## src/cfg_loader_params.svh

```systemverilog
`ifndef CFG_LOADER_PARAMS_SVH
`define CFG_LOADER_PARAMS_SVH

// ----------------------------------------
// Configuration memory word addresses
// ----------------------------------------
`define EE_ADDR_W 8
`define EE_WORD_SIZE 8'h12
`define EE_WORD_PIN_B 8'h10
`define EE_WORD_PIN_A 8'h20

// ----------------------------------------
// Size word fields
// ----------------------------------------
`define SIZE_CODE_HI 12
`define SIZE_CODE_LO 10
`define SIZE_CODE_MIN 3'h0
`define SIZE_CODE_RSVD 3'h7
`define SIZE_BYTES_MIN 16'h0080
`define SIZE_BYTES_BASE 16'h0200
`define COMMON_POWER_HI 7
`define COMMON_POWER_LO 0

// ----------------------------------------
// Pin control word fields
// ----------------------------------------
`define PW_UPPER_A_DIR 15
`define PW_UPPER_B_DIR 14
`define PW_PIN1_DIR 9
`define PW_PIN0_DIR 8
`define PW_UPPER_A_VAL 7
`define PW_UPPER_B_VAL 6
`define PW_PHY_PM_EN 3
`define PW_PIN1_VAL 1
`define PW_PIN0_VAL 0

// ----------------------------------------
// Register byte offsets
// ----------------------------------------
`define ADDR_W 8
`define OFF_DEV_CTRL 8'h00
`define OFF_EXT_CTRL_A 8'h04
`define OFF_EXT_CTRL_B 8'h08
`define OFF_PM_CTRL_STATUS 8'h0C
`define OFF_PM_DATA 8'h10
`define OFF_SIZE_STATUS 8'h14
`define OFF_LOADER_CFG 8'h18

// ----------------------------------------
// Register fields and reset values
// ----------------------------------------
`define DEV_PHY_PM_EN_BIT 0
`define PM_SEL_HI 12
`define PM_SEL_LO 9
`define PM_SEL_COMMON 4'h8
`define LCFG_PM_DISABLE_BIT 0
`define SIZE_ST_DONE_BIT 31
`define SIZE_ST_RSVD_BIT 30
`define SIZE_ST_BIT9 19
`define SIZE_ST_CODE_HI 18
`define SIZE_ST_CODE_LO 16
`define RST_DEV_CTRL 1'b1
`define RST_PIN_CTRL 8'h00
`define RST_PM_SEL 4'h0
`define RST_WORD 16'h0000
`define RESP_OKAY 2'h0
`define RESP_SLVERR 2'h2
`define DATA_ZERO 32'h0000_0000

`endif

```

## src/cfg_loader_pkg.sv

```systemverilog
package cfg_loader_pkg;

  // ----------------------------------------
  // Types
  // ----------------------------------------
  typedef struct packed {
    logic upper_a_value;
    logic upper_b_value;
    logic pin1_value;
    logic pin0_value;
    logic upper_a_direction;
    logic upper_b_direction;
    logic pin1_direction;
    logic pin0_direction;
  } pin_ctrl_t;

  typedef struct packed {
    logic reserved_code;
    logic bit9;
    logic [2:0] code;
    logic [15:0] bytes;
  } size_info_t;

  typedef enum logic [2:0] {
    LD_START = 3'b000,
    LD_SIZE = 3'b001,
    LD_PIN_B = 3'b010,
    LD_PIN_A = 3'b011,
    LD_DONE = 3'b100
  } load_state_t;

endpackage : cfg_loader_pkg

```

## src/eeprom_config_word_loader.sv

```systemverilog
// Implementation choices: the AXI4-Lite register port and the register addresses.
`timescale 1ns/10ps
// Contract
// - Decode size bits 12:10; 000 is 1 Kb, doubling 4-128 Kb, 111 reserved.
// - Power data returns common power when selector is 8, signature valid, PM on.
// - Common power is shared-logic power and heat in tenths of a watt.
// - Copy word bits 15,14 into upper pin direction bits after power-up.
// - Copy word bits 9,8 into pin 1 and 0 direction bits.
// - Copy word bits 7,6 into upper pin output value bits.
// - Copy word bit 3 into the PHY power-management enable bit.
// - Copy word bits 1,0 into pin 1 and 0 output value bits.
// - Word 10h configures function B, word 20h function A.
`include "cfg_loader_params.svh"

module eeprom_config_word_loader
  import cfg_loader_pkg::*;
(
  input wire logic aclk,
  input wire logic aresetn,
  // Configuration memory word read port
  output logic ee_req,
  output logic [`EE_ADDR_W-1:0] ee_addr,
  input wire logic [15:0] ee_rdata,
  input wire logic ee_rvalid,
  input wire logic signature_valid,
  // Loaded state
  output pin_ctrl_t ext_ctrl_a,
  output pin_ctrl_t ext_ctrl_b,
  output logic phy_power_mgmt_enable,
  output logic load_done,
  // AXI4-Lite slave
  input wire logic [`ADDR_W-1:0] s_awaddr,
  input wire logic s_awvalid,
  output logic s_awready,
  input wire logic [31:0] s_wdata,
  input wire logic [3:0] s_wstrb,
  input wire logic s_wvalid,
  output logic s_wready,
  output logic [1:0] s_bresp,
  output logic s_bvalid,
  input wire logic s_bready,
  input wire logic [`ADDR_W-1:0] s_araddr,
  input wire logic s_arvalid,
  output logic s_arready,
  output logic [31:0] s_rdata,
  output logic [1:0] s_rresp,
  output logic s_rvalid,
  input wire logic s_rready
);

  // ----------------------------------------
  // Functions
  // ----------------------------------------
  function automatic size_info_t size_decode(input logic [15:0] w);
    size_info_t s;
    s = '0;
    s.code = w[`SIZE_CODE_HI:`SIZE_CODE_LO];
    s.reserved_code = (s.code == `SIZE_CODE_RSVD);
    s.bit9 = (s.code != `SIZE_CODE_MIN);
    s.bytes = (s.code == `SIZE_CODE_MIN) ? `SIZE_BYTES_MIN :
              s.reserved_code ? '0 :
              `SIZE_BYTES_BASE << (s.code - 3'h1);
    return s;
  endfunction : size_decode

  function automatic pin_ctrl_t pin_decode(input logic [15:0] w);
    pin_ctrl_t p;
    p.upper_a_direction = w[`PW_UPPER_A_DIR];
    p.upper_b_direction = w[`PW_UPPER_B_DIR];
    p.pin1_direction = w[`PW_PIN1_DIR];
    p.pin0_direction = w[`PW_PIN0_DIR];
    p.upper_a_value = w[`PW_UPPER_A_VAL];
    p.upper_b_value = w[`PW_UPPER_B_VAL];
    p.pin1_value = w[`PW_PIN1_VAL];
    p.pin0_value = w[`PW_PIN0_VAL];
    return p;
  endfunction : pin_decode

  function automatic logic [31:0] strb_merge(input logic [31:0] old_v,
                                             input logic [31:0] new_v,
                                             input logic [3:0] strb);
    logic [31:0] r;
    r = old_v;
    for (int i = 0; i < 4; i++) begin
      if (strb[i]) begin
        r[i*8 +: 8] = new_v[i*8 +: 8];
      end
    end
    return r;
  endfunction : strb_merge

  function automatic logic addr_mapped(input logic [`ADDR_W-1:0] a);
    return (a == `OFF_DEV_CTRL) || (a == `OFF_EXT_CTRL_A) || (a == `OFF_EXT_CTRL_B) ||
           (a == `OFF_PM_CTRL_STATUS) || (a == `OFF_PM_DATA) ||
           (a == `OFF_SIZE_STATUS) || (a == `OFF_LOADER_CFG);
  endfunction : addr_mapped

  // ----------------------------------------
  // Declarations
  // ----------------------------------------
  load_state_t state_reg;
  logic [15:0] size_word_reg;
  logic [3:0] pm_sel_reg;
  logic pm_disable_reg;
  logic aw_hold_reg;
  logic w_hold_reg;
  logic [`ADDR_W-1:0] awaddr_reg;
  logic [31:0] wdata_reg;
  logic [3:0] wstrb_reg;
  logic wr_go;
  logic [31:0] wr_val;
  size_info_t size_info;
  logic [7:0] common_power;
  logic [31:0] rd_val;

  assign size_info = size_decode(size_word_reg);
  assign common_power = size_word_reg[`COMMON_POWER_HI:`COMMON_POWER_LO];
  assign wr_go = aw_hold_reg && w_hold_reg && !s_bvalid;
  assign wr_val = strb_merge(`DATA_ZERO, wdata_reg, wstrb_reg);

  // ----------------------------------------
  // Load sequencer
  // ----------------------------------------
  always_ff @(posedge aclk) begin
    if (!aresetn) begin
      state_reg <= LD_START;
      ee_req <= 1'b0;
      ee_addr <= `EE_WORD_SIZE;
      load_done <= 1'b0;
    end else begin
      unique case (state_reg)
        LD_START: begin
          state_reg <= LD_SIZE;
          ee_req <= 1'b1;
          ee_addr <= `EE_WORD_SIZE;
        end
        LD_SIZE: begin
          if (ee_rvalid) begin
            state_reg <= LD_PIN_B;
            ee_addr <= `EE_WORD_PIN_B;
          end
        end
        LD_PIN_B: begin
          if (ee_rvalid) begin
            state_reg <= LD_PIN_A;
            ee_addr <= `EE_WORD_PIN_A;
          end
        end
        LD_PIN_A: begin
          if (ee_rvalid) begin
            state_reg <= LD_DONE;
            ee_req <= 1'b0;
            load_done <= 1'b1;
          end
        end
        LD_DONE: state_reg <= LD_DONE;
        default: state_reg <= LD_START;
      endcase
    end
  end

  // ----------------------------------------
  // Size and common power word
  // ----------------------------------------
  always_ff @(posedge aclk) begin
    if (!aresetn) begin
      size_word_reg <= `RST_WORD;
    end else if (state_reg == LD_SIZE && ee_rvalid) begin
      size_word_reg <= ee_rdata;
    end
  end

  // ----------------------------------------
  // Extended control, function B
  // ----------------------------------------
  always_ff @(posedge aclk) begin
    if (!aresetn) begin
      ext_ctrl_b <= `RST_PIN_CTRL;
    end else if (state_reg == LD_PIN_B && ee_rvalid) begin
      ext_ctrl_b <= pin_decode(ee_rdata);
    end else if (wr_go && awaddr_reg == `OFF_EXT_CTRL_B) begin
      ext_ctrl_b <= wr_val[7:0];
    end
  end

  // ----------------------------------------
  // Extended control, function A
  // ----------------------------------------
  always_ff @(posedge aclk) begin
    if (!aresetn) begin
      ext_ctrl_a <= `RST_PIN_CTRL;
    end else if (state_reg == LD_PIN_A && ee_rvalid) begin
      ext_ctrl_a <= pin_decode(ee_rdata);
    end else if (wr_go && awaddr_reg == `OFF_EXT_CTRL_A) begin
      ext_ctrl_a <= wr_val[7:0];
    end
  end

  // ----------------------------------------
  // Device control
  // ----------------------------------------
  always_ff @(posedge aclk) begin
    if (!aresetn) begin
      phy_power_mgmt_enable <= `RST_DEV_CTRL;
    end else if (state_reg == LD_PIN_A && ee_rvalid) begin
      phy_power_mgmt_enable <= ee_rdata[`PW_PHY_PM_EN];
    end else if (wr_go && awaddr_reg == `OFF_DEV_CTRL) begin
      phy_power_mgmt_enable <= wr_val[`DEV_PHY_PM_EN_BIT];
    end
  end

  // ----------------------------------------
  // Power management selector and loader config
  // ----------------------------------------
  always_ff @(posedge aclk) begin
    if (!aresetn) begin
      pm_sel_reg <= `RST_PM_SEL;
      pm_disable_reg <= 1'b0;
    end else if (wr_go) begin
      if (awaddr_reg == `OFF_PM_CTRL_STATUS) begin
        pm_sel_reg <= wr_val[`PM_SEL_HI:`PM_SEL_LO];
      end
      if (awaddr_reg == `OFF_LOADER_CFG) begin
        pm_disable_reg <= wr_val[`LCFG_PM_DISABLE_BIT];
      end
    end
  end

  // ----------------------------------------
  // Read data
  // ----------------------------------------
  always_comb begin
    rd_val = `DATA_ZERO;
    unique case (s_araddr)
      `OFF_DEV_CTRL: rd_val[`DEV_PHY_PM_EN_BIT] = phy_power_mgmt_enable;
      `OFF_EXT_CTRL_A: rd_val[7:0] = ext_ctrl_a;
      `OFF_EXT_CTRL_B: rd_val[7:0] = ext_ctrl_b;
      `OFF_PM_CTRL_STATUS: rd_val[`PM_SEL_HI:`PM_SEL_LO] = pm_sel_reg;
      `OFF_PM_DATA: if (signature_valid && !pm_disable_reg && pm_sel_reg == `PM_SEL_COMMON) begin
        rd_val[7:0] = common_power;
      end
      `OFF_SIZE_STATUS: begin
        rd_val[15:0] = size_info.bytes;
        rd_val[`SIZE_ST_BIT9] = size_info.bit9;
        rd_val[`SIZE_ST_CODE_HI:`SIZE_ST_CODE_LO] = size_info.code;
        rd_val[`SIZE_ST_RSVD_BIT] = size_info.reserved_code;
        rd_val[`SIZE_ST_DONE_BIT] = load_done;
      end
      `OFF_LOADER_CFG: rd_val[`LCFG_PM_DISABLE_BIT] = pm_disable_reg;
      default: rd_val = `DATA_ZERO;
    endcase
  end

  // ----------------------------------------
  // Write address and data capture
  // ----------------------------------------
  always_ff @(posedge aclk) begin
    if (!aresetn) begin
      s_awready <= 1'b0;
      aw_hold_reg <= 1'b0;
      awaddr_reg <= '0;
    end else begin
      s_awready <= 1'b0;
      if (wr_go) begin
        aw_hold_reg <= 1'b0;
      end else if (s_awvalid && s_awready) begin
        aw_hold_reg <= 1'b1;
        awaddr_reg <= s_awaddr;
      end else if (load_done && s_awvalid && !aw_hold_reg) begin
        s_awready <= 1'b1;
      end
    end
  end

  always_ff @(posedge aclk) begin
    if (!aresetn) begin
      s_wready <= 1'b0;
      w_hold_reg <= 1'b0;
      wdata_reg <= `DATA_ZERO;
      wstrb_reg <= '0;
    end else begin
      s_wready <= 1'b0;
      if (wr_go) begin
        w_hold_reg <= 1'b0;
      end else if (s_wvalid && s_wready) begin
        w_hold_reg <= 1'b1;
        wdata_reg <= s_wdata;
        wstrb_reg <= s_wstrb;
      end else if (load_done && s_wvalid && !w_hold_reg) begin
        s_wready <= 1'b1;
      end
    end
  end

  // ----------------------------------------
  // Write response
  // ----------------------------------------
  always_ff @(posedge aclk) begin
    if (!aresetn) begin
      s_bvalid <= 1'b0;
      s_bresp <= `RESP_OKAY;
    end else if (wr_go) begin
      s_bvalid <= 1'b1;
      s_bresp <= addr_mapped(awaddr_reg) ? `RESP_OKAY : `RESP_SLVERR;
    end else if (s_bready) begin
      s_bvalid <= 1'b0;
    end
  end

  // ----------------------------------------
  // Read channel
  // ----------------------------------------
  always_ff @(posedge aclk) begin
    if (!aresetn) begin
      s_arready <= 1'b0;
      s_rvalid <= 1'b0;
      s_rdata <= `DATA_ZERO;
      s_rresp <= `RESP_OKAY;
    end else begin
      s_arready <= 1'b0;
      if (s_arvalid && s_arready) begin
        s_rvalid <= 1'b1;
        s_rdata <= rd_val;
        s_rresp <= addr_mapped(s_araddr) ? `RESP_OKAY : `RESP_SLVERR;
      end else if (s_rvalid && s_rready) begin
        s_rvalid <= 1'b0;
      end else if (load_done && s_arvalid && !s_rvalid) begin
        s_arready <= 1'b1;
      end
    end
  end

endmodule : eeprom_config_word_loader

```

## config.mk

```make
export PLATFORM = sky130hd
export DESIGN_NAME = eeprom_config_word_loader
export DESIGN_NICKNAME = d
export VERILOG_FILES = /design/src/cfg_loader_pkg.sv /design/src/eeprom_config_word_loader.sv
export VERILOG_INCLUDE_DIRS = /design/src /design/src/src
export SDC_FILE = /design/constraint.sdc
export NUM_CORES = 1
export LEC_CHECK = 0
export ABC_CLOCK_PERIOD_IN_PS = 2300
export BUFFER_PORTS_ARGS = -buffer_cell sky130_fd_sc_hd__buf_2
export CAP_MARGIN = 0
export CORE_UTILIZATION = 50
export CTS_BUF_LIST = sky130_fd_sc_hd__clkbuf_16
export CTS_CLUSTER_DIAMETER = 100
export DETAILED_ROUTE_END_ITERATION = 16
export GPL_TIMING_DRIVEN = 0
export PLACE_DENSITY = 0.8
export SYNTH_ARGS = -nofsm -noshare
export SYNTH_HDL_FRONTEND = slang
export SYNTH_SLANG_ARGS = --single-unit
```

## constraint.sdc

```tcl
create_clock -name aclk -period 2.3 [get_ports aclk]
set_clock_uncertainty 0.15 [all_clocks]
set_input_delay 0 -clock aclk [delete_from_list [all_inputs] [get_ports aclk]]
set_output_delay 0 -clock aclk [all_outputs]
set_load 0.005 [all_outputs]
```

==> metrics.md, run 1 <==
| Metric | Value |
|---|---|
| Status | complete, no violations |
| Adder-Cell Fraction of Synth Area | 0% |
| MaxCap Viol Count | 0 |
| Die X | 94.3 µm |
| CTS root buffer | clkbuf_16 |
| Most frequent cells in the layout | 108 x buf_2, 93 x dfxtp_1, 72 x nand2_1 |
| Largest net degree at the start of global routing | 17 |
| Top_reg_cell synth | dfxtp_1 |
| Synth Area in Compound Gates | 23.2% |
| Arrival time worst endpoint | 2260 ps |
| Critical path capture point type | flop |
| CP max-delay cell | dlygate4sd3_1 |
| Synth Area in XOR/XNOR | less than 1% |
| # clock sinks | 93 |
| Critical path's top delay family | buffers and inverters |
| Clk_lat worst skew | 340 ps |
| Drt wl/cell | ~16 µm |
| Total power | about 0.0037 W |
| DRT Wirelength | around 13 mm |
| FF/Latch Area | around 1900 µm² |
| Hold Path End | s_rdata[0]$_SDFFE_PN0P_ |
| Clock slew at reported path FFs | around 70 ps |
| Critical path origin | s_araddr[5] |
| CP Data Required Time | ~2400 ps |
| Post-placement cell count | between 700 and 800 |
| Crit start category | input pin |
| Starting Density | just over 50% |
| Slew Limit Headroom | under 10% |
| Non-Filler Instances | ~790 |
| Post-synth ARST share | 0% |
| Final hold violations | 0 |
| Flops & latches, synth | 93 |
| Share of layout cells above drive strength 1 | 23.3% |
| Die area | around 8900 µm² |
| Number of flops mapped to enable cells by yosys | 0 |
| Htree depth | 3 |
| Number of cells on the worst reg-to-reg path | 5 |
| Worst-path fanout max | 3 |
| Final WS setup | roughly 120 ps |
| Via count | around 4500 |
| Worst flop-to-flop path startpoint | s_arready$_SDFF_PP0_ |
| CP max stage delay | ~600 ps |
| Die height | 94.3 µm |
| Main combinational cell family by area after synthesis | simple AND/OR/NAND/NOR gates |
| FP Rows | 33 |
| TritonCTS clock tree | yes |
| DRC | 0 |
| I/O Buffers | 102 |
| Multi-input gate area | ~2200 µm² |
| Max reg flops | 21 |
| Total gr overflow | 0 |
| Min cycle time layout | about 2200 ps |
| CTS Buf Count | 9 |
| Mean Syn Cell Area | 8.65 µm² |
| Worst slew pin tran | ~1400 ps |
| CP Cell Sequence | dlygate4sd3_1, buf_2, nor4_2, dlygate4sd3_1, a21oi_1, dlygate4sd3_1 |
| Pwr dens | roughly 620 nW/µm² |
| CTS Buffer Depth | 2 |
| Final slew viol count | 0 |
| Placer's final routability congestion estimate | between 0.8 and 0.9 |
| Post-Synth Simple-Gate Area | between 20% and 30% |
| Vias per Instance | 5.66 |
| Vias in the first global route | ~4200 |
| Final Cycle Share | between 90% and 100% |
| # fillers | 648 |
| Setup TNS | 0 ps |
| Placed wire-length estimate | ~8.6 mm |
| Initial antenna violation count | 1 |
| First-pass GRT wire length | between 15 and 20 mm |
| RSZ-0062 raised after global routing | false |
| Initial DRT Pass Iterations | 5 |
| Hold/Removal Path Class | input pin to flop |
| Hold_sp | s_araddr[3] |
| Cell Area, Synth | 4260 µm² |
| Pre-CTS setup slack | 176 ps |
| DRT iter0 DRCs | between 300 and 400 |
| P&R area growth vs syn | 37.3% |
| Core area | approximately 8200 µm² |
| Synth Instances | between 400 and 500 |
| Fmax | 459 MHz |
| Setup-failing EPs final | 0 |
| VDD IR max | about 0.52 mV |
| Overall routing resource usage | between 20% and 30% |
| Crit-path most repeated cell | dlygate4sd3_1 |
| Worst Hold Path Cells | 5 |
| Num ports | about 150 |
| Layout Nets | about 750 |
| Count of different cell masters after synthesis | 57 |
| Commonest non-fill, non-tap cell in the layout | buf_2 |
| Crit path kind | input pin to flop |
| Routed Antenna Nets | 0 |
| P_leak | 2.45 nW |
| Proportion of synthesized area in mux cells | roughly 2.6% |
| Sequential fraction of the synthesis area | between 40% and 50% |
| CP bufs+invs | 4 |
| FF-to-FF setup slack | approximately 220 ps |
| RR Endpoint | s_rresp[1]$_SDFFE_PN0P_ |
| Synth Warn # | 0 |
what timing repair did:
item / in CTS / in global routing
buffers inserted: 0 / 1
gates resized for setup: 0 / 3
endpoints found under the setup margin: 0 / 10
hold buffers: 53 / 0
hold endpoints to repair: 67 / 0
worst max-delay path by stage:
| stage | cells after the start | slack, ps | end |
|---|---|---|---|
| after floorplan | 7 | 510 | ext_ctrl_b[1]$_SDFFE_PN0P_ |
| after global placement | 5 | 220 | ext_ctrl_a[5]$_SDFFE_PN0P_ |
| after detailed placement | 5 | 180 | ext_ctrl_a[5]$_SDFFE_PN0P_ |
| after CTS | 7 | 90 | s_rdata[5]$_SDFFE_PN0P_ |
| after global routing | 6 | 70 | s_rresp[1]$_SDFFE_PN0P_ |
| final | 6 | 120 | s_rresp[1]$_SDFFE_PN0P_ |
routing by layer:
metal	up-vias	track usage [%]	wire length [µm]
met2	245	51.0	6270
met1	2082	35.2	5120
met5	-	0	0
met4	0	11.5	265
met3	27	6.31	1130
li1	2101	-	-
cell usage after synthesis (4+ instances only):
cell,number,share of area (%)
nor2_1,19,1.7
o211a_1,7,1.6
nor2b_1,26,3.8
nand3_1,9,1.1
mux2i_1,11,2.6
a21boi_0,34,6.0
a22o_1,7,1.4
a211oi_1,15,2.6
and3_1,4,0.59
buf_2,6,0.71
or2_2,5,0.73
dfxtp_1,93,44
nand2_1,72,6.3
nand4_1,7,1.0
o21ai_1,6,0.71
and2_1,4,0.59
o22ai_1,7,1.0
nor3_1,7,0.82
a31oi_1,4,0.59
a22oi_1,10,1.8
nor4b_1,5,1.0
buf_4,19,3.4
a21oi_1,22,2.6
o21ai_0,26,3.1
clkbuf_1,23,2.0
stage by stage:
stage | area [µm²] | hold WS, ps | utilization [%]
floorplan | 4320 | -5.36 | -
global placement | 4960 | 103 | 60.4
detailed placement | 4960 | 112 | 60.4
CTS | 5820 | 14.2 | 70.8
global route | 5840 | 70.6 | 71.1
finish | 5850 | 27.6 | 71.1
kinds of logic (layout without fill, tap and decap cells):
family | count (synthesis) | in the layout
buffers and inverters | 53 | 225
XOR/XNOR | 2 | 2
other | 1 | 19
AND/OR/NAND/NOR | 185 | 185
AO/OA/AOI/OAI | 147 | 147
flip-flops | 93 | 93
multiplexers | 11 | 11
area by class of cell:
| type | instances | area share (%) |
|---|---|---|
| multi-input combinational | 363 | 37.6 |
| sequential | 93 | 31.8 |
| timing repair buffer | 156 | 17.9 |
| clock inverter | 7 | 1.67 |
| inverter | 3 | 0.193 |
| tap | 105 | 2.25 |
| antenna | 1 | 0.0428 |
| buffer | 50 | 4.56 |
| clock buffer | 9 | 3.85 |
worst reg2reg max path: cells and delay by family, from the launching register on:
kind / cells / cell delay, ps
AO/OA/AOI/OAI: 2 / 310
buffers and inverters: 2 / 860
flip-flops: 1 / 390
AND/OR/NAND/NOR: 1 / 250
where the power goes:
group          switching [W]  leakage (nW)  internal (W)
Clock               0.000652         0.152      0.000958
Combinational       0.000179          1.55      0.000191
Sequential         0.0000291         0.752       0.00164
Total               0.000859          2.45       0.00279
(Power assumes the default switching activity.)
==> run 2: changes to the inputs <==
==> constraint.sdc (replaced) <==
create_clock -name aclk -period 2.3 [get_ports aclk]
set_clock_uncertainty 0.15 [all_clocks]
set_input_delay 0.575 -clock aclk [delete_from_list [all_inputs] [get_ports aclk]]
set_output_delay 0.575 -clock aclk [all_outputs]
set_load 0.005 [all_outputs]
==> metrics.md, run 2 (synthesis results as in run 1) <==
| Metric | Value |
|---|---|
| Status | complete, no violations |
| Max reg flops | 21 |
| Final non-filler cell area | approximately 5300 µm² |
| Crit start category | input pin |
| Fin util | between 60% and 70% |
| VDD IR max | 0.489 mV |
| FP Rows | 33 |
| Clk_lat worst skew | ~350 ps |
| Crit path kind | input pin to flop |
| Pwr dens | about 680 nW/µm² |
| Placed wire-length estimate | 8.60 mm |
| Worst-path fanout max | 7 |
| TritonCTS clock tree | yes |
| Final slew viol count | 0 |
| Drt wl/cell | approximately 16 µm |
| RR Endpoint | ext_ctrl_a[5]$_SDFFE_PN0P_ |
| Most frequent cells in the layout | 108 x buf_2, 93 x dfxtp_1, 72 x nand2_1 |
| Worst slew pin tran | between 1000 and 1500 ps |
| Htree depth | 3 |
| CTS Buffer Depth | 2 |
| Critical path origin | s_araddr[1] |
| DRT iter0 DRCs | 313 |
| Via count | about 4200 |
| Final hold slack | 299 ps |
| Final Cycle Share | between 90% and 100% |
| CP Data Required Time | between 2000 and 2500 ps |
| Area after detailed placement | 4960 µm² |
| Critical path capture point type | flop |
| # clock sinks | just over 90 |
| Number of cells on the critical path | 5 |
| MaxCap Viol Count | 0 |
| Critical path's top delay family | simple AND/OR/NAND/NOR gates |
| CP Cell Sequence | buf_2, nor4b_1, a22o_1, a22oi_1, o21ai_1 |
| Die area | ~8900 µm² |
| CP max stage delay | 1100 ps |
| Commonest non-fill, non-tap cell in the layout | buf_2 |
| DRT Wirelength | 11.9 mm |
| Layout Nets | 700 |
| Setup-failing EPs final | 0 |
| Starting Density | approximately 52% |
| CP max-delay cell | nor4b_1 |
| Clock slew at reported path FFs | approximately 70 ps |
| CTS Buf Count | 9 |
| Initial antenna violation count | 0 |
| RSZ-0062 raised after global routing | false |
| FF-to-FF setup slack | roughly 210 ps |
| Die height | between 90 and 100 µm |
| Num ports | ~150 |
| Slew Limit Headroom | a little under an eighth |
| P&R area growth vs syn | 24.6% |
| Multi-input gate area | roughly 2200 µm² |
| First-pass GRT wire length | about 18 mm |
| # fillers | approximately 740 |
| Min cycle time layout | between 2000 and 2500 ps |
| Share of layout cells above drive strength 1 | between 20% and 30% |
| Arrival time worst endpoint | 2340 ps |
| Vias in the first global route | between 3000 and 4000 |
| Critical Path End | s_rdata[2]$_SDFFE_PN0P_ |
| DRC | 0 |
| Overall routing resource usage | 27.3% |
| Worst flop-to-flop path startpoint | awaddr_reg[4]$_SDFFE_PN0P_ |
| Routed Antenna Nets | 0 |
| Total power | 0.00358 W |
| CTS root buffer | clkbuf_16 |
| Largest net degree at the start of global routing | 17 |
| Final hold violations | 0 |
| N_diodes | 0 |
| Die X | 94.3 µm |
| Vias per Instance | roughly 5.7 |
| Number of cells on the worst reg-to-reg path | 5 |
| P_leak | between 2 and 2.5 nW |
| Total gr overflow | 0 |
| FF/Latch Area | approximately 1900 µm² |
| Placer's final routability congestion estimate | 0.896 |
| Hold/Removal Path Class | flop to flop |
| Core area | 8220 µm² |
| CP bufs+invs | 1 |
| I/O Buffers | around 100 |
| Setup TNS | 0 ps |
| Initial DRT Pass Iterations | 5 |
| Fmax | about 450 MHz |
## run 2: what timing repair did
| item | CTS | global route |
|---|---|---|
| setup endpoints to repair | 0 | 9 |
| buffers inserted | 0 | 1 |
| endpoints found under the hold margin | 0 | 0 |
| resized for setup | 0 | 2 |
| hold buffers | 0 | 0 |
## run 2: area by class of cell
type / instances / share of cell area, %
multi-input cells: 363 / 41.4
plain buffers: 50 / 5.02
well taps: 105 / 2.48
clock buffers: 9 / 4.24
inverters: 3 / 0.212
repair buffers: 103 / 9.76
clock inverters: 7 / 1.84
flip-flops and latches: 93 / 35.1
## run 2: worst min-delay path by stage
stage                                        from                      end  slack [ps]  cells after the start
detailed placement          s_rvalid$_SDFFE_PN0P_     s_arready$_SDFF_PP0_         290                      1
global route                s_rvalid$_SDFFE_PN0P_     s_arready$_SDFF_PP0_         320                      1
floorplan           size_word_reg[0]$_SDFFE_PN0P_  s_rdata[0]$_SDFFE_PN0P_         280                      2
global placement            s_rvalid$_SDFFE_PN0P_     s_arready$_SDFF_PP0_         280                      1
CTS                         s_rvalid$_SDFFE_PN0P_     s_arready$_SDFF_PP0_         300                      1
finish                    s_rdata[1]$_SDFFE_PN0P_  s_rdata[1]$_SDFFE_PN0P_         300                      2
## run 2: routing by layer
layer  up-vias  wire (µm)  track usage (%)  share of wire [%]
li1       1992          -                -                  -
met1      1973       4960             34.9                 42
met2       213       5550             45.0                 47
met3        30       1070             5.66                9.0
met4         0        274             10.3                2.3
met5         -          0                0                  0
## run 2: worst reg2reg max path: stages, from the launching register on
cell and delay, ps:
dfxtp_1 350, nor4_2 480, nand4_1 330, clkbuf_1 320, a211oi_1 260, a211oi_1 70
## run 2: power breakdown
part | internal (W) | switching [W]
sequential | 0.00164 | 0.0000287
clock | 0.000958 | 0.000653
combinational | 0.000135 | 0.000165
total | 0.00274 | 0.000846
## run 2: stage by stage
| step | std cells | worst slack (ps) |
|---|---|---|
| final | 733 | 88.5 |
| after global routing | 733 | 28.0 |
| after CTS | 732 | 5.13 |
| after detailed placement | 716 | -353 |
| after global placement | 716 | -285 |
| after floorplan | 509 | 259 |
==> run 3: changes to the inputs <==
--- a/config.mk
+++ b/config.mk
@@ -6,7 +6,7 @@
 export SDC_FILE = /design/constraint.sdc
 export NUM_CORES = 1
 export LEC_CHECK = 0
-export ABC_CLOCK_PERIOD_IN_PS = 2300
+export ABC_CLOCK_PERIOD_IN_PS = 2100
 export BUFFER_PORTS_ARGS = -buffer_cell sky130_fd_sc_hd__buf_2
 export CAP_MARGIN = 0
 export CORE_UTILIZATION = 50
==> constraint.sdc (replaced) <==
create_clock -name aclk -period 2.1 [get_ports aclk]
set_clock_uncertainty 0.15 [all_clocks]
set_input_delay 0.525 -clock aclk [delete_from_list [all_inputs] [get_ports aclk]]
set_output_delay 0.525 -clock aclk [all_outputs]
set_load 0.005 [all_outputs]
==> metrics.md, run 3 (synthesis results as in run 1) <==
| Metric | Value |
|---|---|
| Status | complete, no violations |
| Vias in the first global route | between 3000 and 4000 |
| Final hold violations | 0 |
| CTS Buf Count | 9 |
| DRT Wirelength | approximately 12 mm |
| Post-placement cell count | slightly above 700 |
| CTS root buffer | clkbuf_16 |
| Setup TNS | 0 ps |
| Register share of total power | a little under half |
| Internal | roughly 0.0030 W |
| Initial antenna violation count | 0 |
| FP Rows | 33 |
| TritonCTS clock tree | yes |
| Total gr overflow | 0 |
| Routed Antenna Nets | 0 |
| Final slew viol count | 0 |
| Drt wl/cell | 16.2 µm |
| Setup-failing EPs final | 0 |
| Critical path capture point type | flop |
| Non-Filler Instances | roughly 740 |
| Share of layout cells above drive strength 1 | 25.9% |
| # fillers | between 700 and 800 |
| Worst slew pin tran | about 770 ps |
| Hold/Removal Path Class | input pin to flop |
| Pwr dens | 733 nW/µm² |
| Overall routing resource usage | a little over a quarter |
| Fin util | between 60% and 70% |
| Vias per Instance | a little under 6 |
| P_leak | 2.25 nW |
| Via count | 4284 |
| # clock sinks | a little over 90 |
| VDD IR max | around 0.54 mV |
| Fmax | around 500 MHz |
| Placed wire-length estimate | approximately 8.6 mm |
| Final WS setup | between 100 and 150 ps |
| Layout Nets | 704 |
| Die X | about 94 µm |
| Num ports | 145 |
| Net Sw Power | around 0.0009 W |
| Most frequent cells in the layout | 108 x buf_2, 93 x dfxtp_1, 72 x nand2_1 |
| Largest net degree at the start of global routing | 17 |
| Gate power share | approximately 8.5% |
| Max reg flops | 21 |
| Min cycle time layout | ~2000 ps |
| Worst-path fanout max | 7 |
| P&R area growth vs syn | 25.8% |
| Pre-CTS setup slack | -503 ps |
| CTS Buffer Depth | 2 |
| Htree depth | 3 |
| Final non-filler cell area | 5360 µm² |
| Sw Ratio | about a quarter |
| DRT iter0 DRCs | around 340 |
| RSZ-0062 raised after global routing | false |
| Core area | 8220 µm² |
| Commonest non-fill, non-tap cell in the layout | buf_2 |
| MaxCap Viol Count | 0 |
| Crit start category | input pin |
| Arrival time worst endpoint | between 2000 and 2500 ps |
| Die height | around 94 µm |
| I/O Buffers | a little over 100 |
| Final Cycle Share | a little over nine tenths |
| Initial DRT Pass Iterations | 5 |
| Clk_lat worst skew | approximately 350 ps |
| Starting Density | just over 50% |
| Clock power share | between 40% and 50% |
| Placer's final routability congestion estimate | about 0.90 |
| Die area | 8890 µm² |
| Area after detailed placement | between 4000 and 5000 µm² |
| Multi-input gate area | roughly 2200 µm² |
| DRC | 0 |
| FF/Latch Area | approximately 1900 µm² |
| First-pass GRT wire length | approximately 19 mm |
| CP Data Required Time | roughly 2200 ps |
| Slew Limit Headroom | a little under half |
| Clock slew at reported path FFs | roughly 70 ps |
| Crit path kind | input pin to flop |
-- run 3: cell types whose count changed in the layout (fill, tap and decap cells not counted) --
cell	delta
buf_4	+4
clkbuf_1	-1
clkbuf_2	+1
diode_2	+1
nor4_2	-1
nor4_4	+1
nor4b_1	-1
nor4b_2	+1
-- run 3: repair_timing --
action,4_1_cts,5_1_grt
resized for setup,3,3
gates cloned,0,0
setup endpoints to repair,9,26
pin swaps,1,2
hold buffers,0,0
buffers inserted,1,4
-- run 3: final timing paths --
path	slack [ps]	start	depth (start not counted)	end
setup / recovery	100	s_araddr[5]	5	s_rdata[7]$_SDFFE_PN0P_
hold / removal	270	s_wdata[9]	3	wdata_reg[9]$_SDFFE_PN0P_
setup reg to reg	130	s_bvalid$_SDFFE_PN0P_	7	ext_ctrl_b[7]$_SDFFE_PN0P_
hold reg to reg	300	s_rdata[6]$_SDFFE_PN0P_	2	s_rdata[6]$_SDFFE_PN0P_
-- run 3: through the flow --
step / total power (W) / hold WS (ps)
after global placement: 0.00218 / 284
after floorplan: 0.00205 / 285
after detailed placement: 0.00219 / 293
final: 0.00392 / 271
after CTS: 0.00393 / 272
after global routing: 0.00406 / 282
-- run 3: power by group through the flow --
stage                     Sequential (W)  Combinational (W)  Clock, W
after floorplan                  0.00186           0.000185         0
after global placement           0.00187           0.000310         0
after detailed placement         0.00187           0.000318         0
after CTS                        0.00183           0.000323   0.00177
after global routing             0.00183           0.000363   0.00186
final                            0.00183           0.000332   0.00176
-- run 3: layout make-up --
class	instances	share of cell area, %
Multi-Input combinational cell	363	41.3
Sequential cell	93	34.8
Timing Repair Buffer	107	10.2
Buffer	50	5.00
Clock buffer	9	4.21
Tap cell	105	2.45
Clock inverter	7	1.82
Inverter	3	0.210
Antenna cell	1	0.0467
-- run 3: routing by layer --
metal	up-vias	routed length, µm	GRT usage [%]
met2	234	5570	44.6
met4	0	288	12.1
li1	2004	-	-
met1	2009	4910	34.4
met3	37	1170	6.55
met5	-	0	0
-- run 3: worst max-delay path: stages --
cell and delay, ps:
buf_2 120, nor4_2 700, nor2b_1 450, a22oi_1 160, a21oi_1 160
